`config.mk`:
```
export PLATFORM = sky130hd
export DESIGN_NAME = mrt_tail_bank
export DESIGN_NICKNAME = d
export VERILOG_FILES = /design/src/mrt_pkg.sv /design/src/mrt_peak_hold.sv /design/src/mrt_tail_bank.sv
export VERILOG_INCLUDE_DIRS = /design/src /design/src/src
export SDC_FILE = /design/constraint.sdc
export NUM_CORES = 1
export LEC_CHECK = 0
export ABC_CLOCK_PERIOD_IN_PS = 2700
export BUFFER_PORTS_ARGS = -buffer_cell sky130_fd_sc_hd__buf_2
export CELL_PAD_IN_SITES_DETAIL_PLACEMENT = 1
export CELL_PAD_IN_SITES_GLOBAL_PLACEMENT = 1
export CORE_MARGIN = 4
export CORE_UTILIZATION = 42
export DETAILED_ROUTE_END_ITERATION = 7
export GPL_ROUTABILITY_DRIVEN = 1
export PLACE_DENSITY = 0.9
export SLEW_MARGIN = 20
export SYNTH_ARGS = -nofsm -noshare
export SYNTH_HDL_FRONTEND = slang
export SYNTH_SLANG_ARGS = --single-unit
```
`constraint.sdc`:
```
create_clock -name CLOCK -period 2.7 [get_ports CLOCK]
set_clock_uncertainty 0.05 [all_clocks]
set_input_delay 0.135 -clock CLOCK [delete_from_list [all_inputs] [get_ports CLOCK]]
set_output_delay 0.135 -clock CLOCK [all_outputs]
set_load 0.1 [all_outputs]
```
`src/mrt_consts.svh`:
```
// register offsets, reset values and field positions of the metering tail bank
`ifndef MRT_CONSTS_SVH
`define MRT_CONSTS_SVH
`define MRT_ADDR_CURRENT_PEAK 16'hE500
`define MRT_ADDR_VOLTAGE_PEAK 16'hE501
`define MRT_ADDR_REACTIVE_NOLOAD 16'hE909
`define MRT_ADDR_APPARENT_NOLOAD 16'hE90A
`define MRT_ADDR_RSV1_LO 16'hE90B
`define MRT_ADDR_RSV1_HI 16'hE9FD
`define MRT_ADDR_PREV_ADDRESS 16'hE9FE
`define MRT_ADDR_PREV_HALFWORD 16'hE9FF
`define MRT_ADDR_SECOND_CONFIG 16'hEA00
`define MRT_ADDR_PREV_KIND 16'hEA01
`define MRT_ADDR_ACTIVE_THR 16'hEA02
`define MRT_ADDR_REACTIVE_THR 16'hEA03
`define MRT_ADDR_APPARENT_THR 16'hEA04
`define MRT_ADDR_RSV2_LO 16'hEA05
`define MRT_ADDR_RSV2_HI 16'hEBFE
`define MRT_ADDR_PIN_CONTROL 16'hEBFF
`define MRT_NOLOAD_RESET 16'h0000
`define MRT_ENERGY_THR_RESET 8'h03
`define MRT_SECOND_CONFIGURATION_RESET 8'h00
`define MRT_PEAK_VALUE_MSB 23
`define MRT_PEAK_PHASE_LSB 24
`define MRT_PEAK_PHASE_MSB 26
`define MRT_PEAK_ZERO_BITS 5'h00
`define MRT_KIND_READ 8'h00
`define MRT_KIND_WRITE 8'h01
`endif

```
`src/mrt_pkg.sv`:
```
// types shared by the metering tail register bank
package mrt_pkg;
  typedef enum logic [1:0] {
    MRT_SIZE_8 = 2'b00,
    MRT_SIZE_16 = 2'b01,
    MRT_SIZE_32 = 2'b10,
    MRT_SIZE_NONE = 2'b11
  } mrt_size_type;
  typedef enum logic [1:0] {
    MRT_ST_IDLE = 2'b00,
    MRT_ST_WRITE = 2'b01,
    MRT_ST_READ = 2'b10
  } mrt_state_type;
endpackage

```
`src/mrt_peak_hold.sv`:
```
// one peak capture register: value plus one-hot source phase
`include "mrt_consts.svh"
module mrt_peak_hold
  import mrt_pkg::*;
(
  input wire logic clock,
  input wire logic resetn,
  input wire logic load,
  input wire logic [23:0] value,
  input wire logic [2:0] phase,
  output logic [31:0] word
);
  logic [23:0] peak;
  logic [2:0] source;
  logic [23:0] next_peak;
  logic [2:0] next_source;

  // take a new peak when the detector reports one
  always_comb begin
    next_peak = peak;
    next_source = source;
    if (load) begin
      next_peak = value;
      next_source = phase;
    end
  end

  // registered capture, zero after reset
  always_ff @(posedge clock or negedge resetn) begin
    if (!resetn) begin
      peak <= 24'h00_0000;
      source <= 3'h0;
    end else begin
      peak <= next_peak;
      source <= next_source;
    end
  end

  // top five bits always zero
  assign word = {`MRT_PEAK_ZERO_BITS, source, peak};
endmodule

```
`src/mrt_tail_bank.sv`:
```
// metering register bank tail: thresholds, access trace, peaks, pin control
// Notes on behaviour
// - reactive no-load threshold, 16 bits, reset zero
// - apparent no-load threshold, 16 bits, reset zero
// - trace address of last good access
// - trace data of last 16-bit transfer
// - trace whether last access read or write
// - active energy threshold resets to three
// - reactive energy threshold resets to three
// - apparent energy threshold resets to three
// - second configuration byte resets to zero
// - special address drives select/stream pin under SPI
// - current peak low 24 bits, reset zero
// - current peak phase flags bits 24-26
// - peak bits 31 to 27 read zero
// - voltage peak low 24 bits, reset zero
// - voltage peak phase flags bits 24-26
`include "mrt_consts.svh"
module mrt_tail_bank
  import mrt_pkg::*;
(
  input wire logic CLOCK,
  input wire logic RESETN,
  input wire logic REG_WRITE,
  input wire logic REG_READ,
  input wire logic [15:0] REG_ADDRESS,
  input wire logic [31:0] REG_WDATA,
  output logic [31:0] REG_RDATA,
  output logic REG_DONE,
  input wire logic SPI_ACTIVE,
  input wire logic CURRENT_PEAK_LOAD,
  input wire logic [23:0] CURRENT_PEAK_VALUE,
  input wire logic [2:0] CURRENT_PEAK_SOURCE_PHASE,
  input wire logic VOLTAGE_PEAK_LOAD,
  input wire logic [23:0] VOLTAGE_PEAK_VALUE,
  input wire logic [2:0] VOLTAGE_PEAK_SOURCE_PHASE,
  output logic [15:0] REACTIVE_NOLOAD_THRESHOLD,
  output logic [15:0] APPARENT_NOLOAD_THRESHOLD,
  output logic [7:0] SECOND_CONFIGURATION,
  output logic [7:0] ACTIVE_ENERGY_THRESHOLD,
  output logic [7:0] REACTIVE_ENERGY_THRESHOLD,
  output logic [7:0] APPARENT_ENERGY_THRESHOLD,
  output logic SELECT_OR_STREAM_ACTIVE_PIN
);
  logic [15:0] reactive_noload;
  logic [15:0] apparent_noload;
  logic [7:0] second_config;
  logic [7:0] active_thr;
  logic [7:0] reactive_thr;
  logic [7:0] apparent_thr;
  logic [15:0] prev_address;
  logic [15:0] prev_halfword;
  logic [7:0] prev_kind;
  logic pin_level;
  logic [31:0] rdata;
  logic done;
  mrt_state_type state;
  logic [15:0] next_reactive_noload;
  logic [15:0] next_apparent_noload;
  logic [7:0] next_second_config;
  logic [7:0] next_active_thr;
  logic [7:0] next_reactive_thr;
  logic [7:0] next_apparent_thr;
  logic [15:0] next_prev_address;
  logic [15:0] next_prev_halfword;
  logic [7:0] next_prev_kind;
  logic next_pin_level;
  logic [31:0] next_rdata;
  logic next_done;
  mrt_state_type next_state;
  logic [31:0] current_word;
  logic [31:0] voltage_word;
  logic [31:0] read_value;
  mrt_size_type size;
  logic take;
  logic [1:0] peak_load;
  logic [1:0][23:0] peak_value;
  logic [1:0][2:0] peak_phase;
  logic [1:0][31:0] peak_word;

  // one capture per peak channel: 0 current, 1 voltage
  assign peak_load = {VOLTAGE_PEAK_LOAD, CURRENT_PEAK_LOAD};
  assign peak_value = {VOLTAGE_PEAK_VALUE, CURRENT_PEAK_VALUE};
  assign peak_phase = {VOLTAGE_PEAK_SOURCE_PHASE,
                       CURRENT_PEAK_SOURCE_PHASE};
  generate
    for (genvar ch = 0; ch < 2; ch++) begin : g_peak
      mrt_peak_hold hold_u (
        .clock(CLOCK),
        .resetn(RESETN),
        .load(peak_load[ch]),
        .value(peak_value[ch]),
        .phase(peak_phase[ch]),
        .word(peak_word[ch])
      );
    end
  endgenerate

  // per-channel words seen by the read mux
  assign current_word = peak_word[0];
  assign voltage_word = peak_word[1];

  // read mux and width of the addressed register
  always_comb begin
    read_value = 32'h0000_0000;
    size = MRT_SIZE_NONE;
    case (REG_ADDRESS)
      `MRT_ADDR_CURRENT_PEAK: begin
        read_value = current_word;
        size = MRT_SIZE_32;
      end
      `MRT_ADDR_VOLTAGE_PEAK: begin
        read_value = voltage_word;
        size = MRT_SIZE_32;
      end
      `MRT_ADDR_REACTIVE_NOLOAD: begin
        read_value = {16'h0000, reactive_noload};
        size = MRT_SIZE_16;
      end
      `MRT_ADDR_APPARENT_NOLOAD: begin
        read_value = {16'h0000, apparent_noload};
        size = MRT_SIZE_16;
      end
      `MRT_ADDR_PREV_ADDRESS: begin
        read_value = {16'h0000, prev_address};
        size = MRT_SIZE_16;
      end
      `MRT_ADDR_PREV_HALFWORD: begin
        read_value = {16'h0000, prev_halfword};
        size = MRT_SIZE_16;
      end
      `MRT_ADDR_SECOND_CONFIG: begin
        read_value = {24'h00_0000, second_config};
        size = MRT_SIZE_8;
      end
      `MRT_ADDR_PREV_KIND: begin
        read_value = {24'h00_0000, prev_kind};
        size = MRT_SIZE_8;
      end
      `MRT_ADDR_ACTIVE_THR: begin
        read_value = {24'h00_0000, active_thr};
        size = MRT_SIZE_8;
      end
      `MRT_ADDR_REACTIVE_THR: begin
        read_value = {24'h00_0000, reactive_thr};
        size = MRT_SIZE_8;
      end
      `MRT_ADDR_APPARENT_THR: begin
        read_value = {24'h00_0000, apparent_thr};
        size = MRT_SIZE_8;
      end
      `MRT_ADDR_PIN_CONTROL: begin
        read_value = {31'h0000_0000, pin_level};
        size = MRT_SIZE_8;
      end
      default: begin
        read_value = 32'h0000_0000;
        size = MRT_SIZE_NONE;
      end
    endcase
  end

  // a request is taken only while idle; a held strobe counts once
  assign take = state == MRT_ST_IDLE && (REG_WRITE || REG_READ);

  // handshake: answer one cycle after a request is taken
  always_comb begin
    next_state = state;
    next_done = take;
    next_rdata = rdata;
    case (state)
      MRT_ST_IDLE: begin
        if (REG_WRITE) begin
          next_state = MRT_ST_WRITE;
        end else if (REG_READ) begin
          next_state = MRT_ST_READ;
        end
      end
      MRT_ST_WRITE, MRT_ST_READ: begin
        // hold until the host drops its strobe
        if (!REG_WRITE && !REG_READ) begin
          next_state = MRT_ST_IDLE;
        end
      end
      default: next_state = MRT_ST_IDLE;
    endcase
    if (take) begin
      next_rdata = REG_WRITE ? 32'h0000_0000 : read_value;
    end
  end

  // handshake registers, idle after reset
  always_ff @(posedge CLOCK or negedge RESETN) begin
    if (!RESETN) begin
      rdata <= 32'h0000_0000;
      done <= 1'b0;
      state <= MRT_ST_IDLE;
    end else begin
      rdata <= next_rdata;
      done <= next_done;
      state <= next_state;
    end
  end

  // writable settings; other addresses leave them alone
  always_comb begin
    next_reactive_noload = reactive_noload;
    next_apparent_noload = apparent_noload;
    next_second_config = second_config;
    next_active_thr = active_thr;
    next_reactive_thr = reactive_thr;
    next_apparent_thr = apparent_thr;
    next_pin_level = pin_level;
    if (take && REG_WRITE) begin
      case (REG_ADDRESS)
        `MRT_ADDR_REACTIVE_NOLOAD:
          next_reactive_noload = REG_WDATA[15:0];
        `MRT_ADDR_APPARENT_NOLOAD:
          next_apparent_noload = REG_WDATA[15:0];
        `MRT_ADDR_SECOND_CONFIG:
          next_second_config = REG_WDATA[7:0];
        `MRT_ADDR_ACTIVE_THR:
          next_active_thr = REG_WDATA[7:0];
        `MRT_ADDR_REACTIVE_THR:
          next_reactive_thr = REG_WDATA[7:0];
        `MRT_ADDR_APPARENT_THR:
          next_apparent_thr = REG_WDATA[7:0];
        `MRT_ADDR_PIN_CONTROL: begin
          if (SPI_ACTIVE) begin
            next_pin_level = REG_WDATA[0];
          end
        end
        default: begin
          next_pin_level = pin_level; // read-only, no effect
        end
      endcase
    end
  end

  // settings registers with their reset values
  always_ff @(posedge CLOCK or negedge RESETN) begin
    if (!RESETN) begin
      reactive_noload <= `MRT_NOLOAD_RESET;
      apparent_noload <= `MRT_NOLOAD_RESET;
      second_config <= `MRT_SECOND_CONFIGURATION_RESET;
      active_thr <= `MRT_ENERGY_THR_RESET;
      reactive_thr <= `MRT_ENERGY_THR_RESET;
      apparent_thr <= `MRT_ENERGY_THR_RESET;
      pin_level <= 1'b1;
    end else begin
      reactive_noload <= next_reactive_noload;
      apparent_noload <= next_apparent_noload;
      second_config <= next_second_config;
      active_thr <= next_active_thr;
      reactive_thr <= next_reactive_thr;
      apparent_thr <= next_apparent_thr;
      pin_level <= next_pin_level;
    end
  end

  // trace of the last access to a mapped register
  always_comb begin
    next_prev_address = prev_address;
    next_prev_halfword = prev_halfword;
    next_prev_kind = prev_kind;
    if (take && size != MRT_SIZE_NONE) begin
      next_prev_address = REG_ADDRESS;
      next_prev_kind = REG_WRITE ? `MRT_KIND_WRITE
                                 : `MRT_KIND_READ;
      if (size == MRT_SIZE_16) begin
        next_prev_halfword = REG_WRITE ? REG_WDATA[15:0]
                                       : read_value[15:0];
      end
    end
  end

  // trace registers, zero after reset
  always_ff @(posedge CLOCK or negedge RESETN) begin
    if (!RESETN) begin
      prev_address <= 16'h0000;
      prev_halfword <= 16'h0000;
      prev_kind <= 8'h00;
    end else begin
      prev_address <= next_prev_address;
      prev_halfword <= next_prev_halfword;
      prev_kind <= next_prev_kind;
    end
  end

  // outputs straight from flip-flops
  assign REG_RDATA = rdata;
  assign REG_DONE = done;
  assign REACTIVE_NOLOAD_THRESHOLD = reactive_noload;
  assign APPARENT_NOLOAD_THRESHOLD = apparent_noload;
  assign SECOND_CONFIGURATION = second_config;
  assign ACTIVE_ENERGY_THRESHOLD = active_thr;
  assign REACTIVE_ENERGY_THRESHOLD = reactive_thr;
  assign APPARENT_ENERGY_THRESHOLD = apparent_thr;
  assign SELECT_OR_STREAM_ACTIVE_PIN = pin_level;
endmodule

```
==> out/results.ini <==
[outcome]
status = completed

[clock_tree]
insertion_delay_ns = 0.44
cts_sinks = 182
clockRootBuffer = clkbuf_16
cts_buffers = 17
cts.path.max_buffers = 2
tritoncts = built
clk_pin_slew_ns = 0.07
cts_resized = 0
htreeDepth = 4

[sta]
tns_ns = 0
slew_viol_final = 0
setup_viol_count_final = 0
max_slew_margin_pct = 46.4
hold_viol = 0
fin_crit_ns = 2.36
final.period_utilization_pct = 87.3
rsz0062_at_grt = false
fmax_mhz = 424
tightestPinTransition_ns = 0.804

[layout]
synthToLayoutAreaGrowth_pct = 30.2
finalNetCount = 1084
fill_cells = 2097
drive_above_1_share_pct = 39.3
utilization_pct = 56.3

[synthesis]
synth_edf_count = 0
synth_area_leaders = dfrtp_1 (51%), mux2_2 (16%), nand2_1 (3.1%), a22oi_1 (3.1%), o21ai_0 (2.7%)
synth_cell_type_count = 62
synthArstFlopShare_pct = 100
netlist_area_sq_um = 8530
ys_ff_latch = 182
synth_area_per_cell_sq_um = 11.8
synth_commonest_cells = dfrtp_1 (175), mux2_2 (119), nand2_1 (71)
yosysTopAreaCell = dfrtp_1
syn-instance-count = 721
synth_top_area_share_pct = 51.4
ys_seq_area_share_pct = 53.5
ys_warn_count = 0
post-synth-top-count-cell = dfrtp_1
yosys_most_used_dff = dfrtp_1

[critical_path]
cp_data_arrival_time_ns = 2.62
cp_max_fo = 8
worstSetupStartpointType = flop
ff2ff_setup_slack_ns = 0.34
path_class = reg -> reg
crit_path_end_kind = flop
required_ns = 2.97

[global_route]
grt_max_degree = 89
grt.total_usage_pct = 27.2
grt_pass1_vias = 8146
grt_pass1_wl_um = 46900
antenna_found_initial = 3
grt_overflow_total = 0

[placement]
hpwl_um = 19200
gp_congestion = 0.856
portBuffers = 185

[power]
p_per_area_nw_per_um2 = 555
p_leak_nw = 5.32
peakVddDrop_mv = 0.480

[detailed_routing]
ant_nets = 0
first_iter_violations = 577
drc = 0
wl_um = 30300
vias = 7346
drtPass1Iterations = 5
routedWlPerCell_um = 24.1
vias_per_cell = 5.86

[hold_path]
worstHoldPathType = in -> reg

[die]
rows = 51
ios = 207
die_w_um = 150
die-area_sq_um = 22600
initial_core_util_pct = 43.2
dieHeight_um = 150
core_area_sq_um = 19700

[run]
maxCapViolations = 0

## cell families after synthesis
group	share of synthesized area [%]
simple gates	14.0
mux	17.9
buf+inv	3.16
fa+ha+maj	0.147
compound gates	11.2
flops	53.5
other cells	0.0440
## registers in the layout, indices dropped and copies added (netlist names)
name	count
APPARENT_NOLOAD_THRESHOLD	16
g_peak.hold_u.peak	48
APPARENT_ENERGY_THRESHOLD	8
SELECT_OR_STREAM_ACTIVE_PIN	1
g_peak.hold_u.source	6
REG_DONE	1
REACTIVE_NOLOAD_THRESHOLD	16
SECOND_CONFIGURATION	8
prev_halfword	16
ACTIVE_ENERGY_THRESHOLD	8
prev_kind	1
REG_RDATA	27
prev_address	16
REACTIVE_ENERGY_THRESHOLD	8
state	2
## worst paths after layout
path,end,from,cells after the start
hold reg to reg,REG_RDATA[6]$_DFFE_PN0P_,REG_RDATA[6]$_DFFE_PN0P_,2
setup reg to reg,REACTIVE_ENERGY_THRESHOLD[2]$_DFFE_PN0P_,state[1]$_DFFE_PN0P_,6
max in group asynchronous,g_peak[0].hold_u.peak[8]$_DFFE_PN0P_,RESETN,3
setup / recovery,REACTIVE_ENERGY_THRESHOLD[2]$_DFFE_PN0P_,state[1]$_DFFE_PN0P_,6
min in group asynchronous,g_peak[0].hold_u.peak[22]$_DFFE_PN0P_,RESETN,2
hold / removal,state[1]$_DFFE_PN0P_,REG_READ,3
## layout make-up
class | count | area, sq um | area share [%]
tap | 265 | 332 | 2.99
timing repair buffer | 278 | 1870 | 16.9
inverter | 9 | 33.8 | 0.304
clock buffer | 19 | 433 | 3.90
antenna | 2 | 5.00 | 0.0451
clock inverter | 13 | 138 | 1.24
multi-input combinational | 486 | 3720 | 33.5
sequential | 182 | 4560 | 41.1
## per-layer routing
metal / track usage, % / vias up / wire, um
met5: 0 / - / 12
met4: 11.3 / 2 / 1110
met3: 7.07 / 87 / 2380
met2: 46.3 / 366 / 15200
met1: 32.8 / 3721 / 11500
li1: - / 3170 / -
## cell usage in the layout (no fill, tap or decap), drive strengths merged, types with 11 or more instances in the layout
master         n
a21oi         11
a22oi         35
buf          211
clkbuf        19
dfrtp        175
dlygate4sd3   67
inv           15
mux2         125
nand2         72
nand3         17
nor2          17
nor2b         14
nor3          14
o21ai         47
o31ai         11
## what timing repair did
item	in CTS	in global routing
hold buffers	67	0
endpoints found under the hold margin	261	0
buffers inserted	0	0
## power breakdown
part / internal [mW] / switching (mW)
Sequential: 2.83 / 0.0594
Clock: 1.30 / 1.17
Combinational: 0.295 / 0.508
## through the flow
stage | std cells | worst slack, ns | instance area, sq um | hold slack (ns) | power, mW
global route | 1254 | 0.241 | 11100 | 0.00456 | 6.39
floorplan | 725 | 0.474 | 8540 | -0.211 | 3.33
finish | 1254 | 0.344 | 11100 | 0.00988 | 6.16
CTS | 1252 | 0.449 | 11100 | 0.000139 | 6.15
global placement | 1153 | 0.325 | 9850 | -0.0582 | 3.61
detailed placement | 1153 | 0.267 | 9850 | -0.0569 | 3.65
## critical path, stage by stage (launching register included)
cell     delay [ns]
dfrtp_1        0.40
inv_1          0.06
ha_1           0.29
nand2_1        0.20
nor2_1         0.29
nand3_1        0.49
mux2_2         0.45
Note: power is estimated with default switching activity, not from simulation.
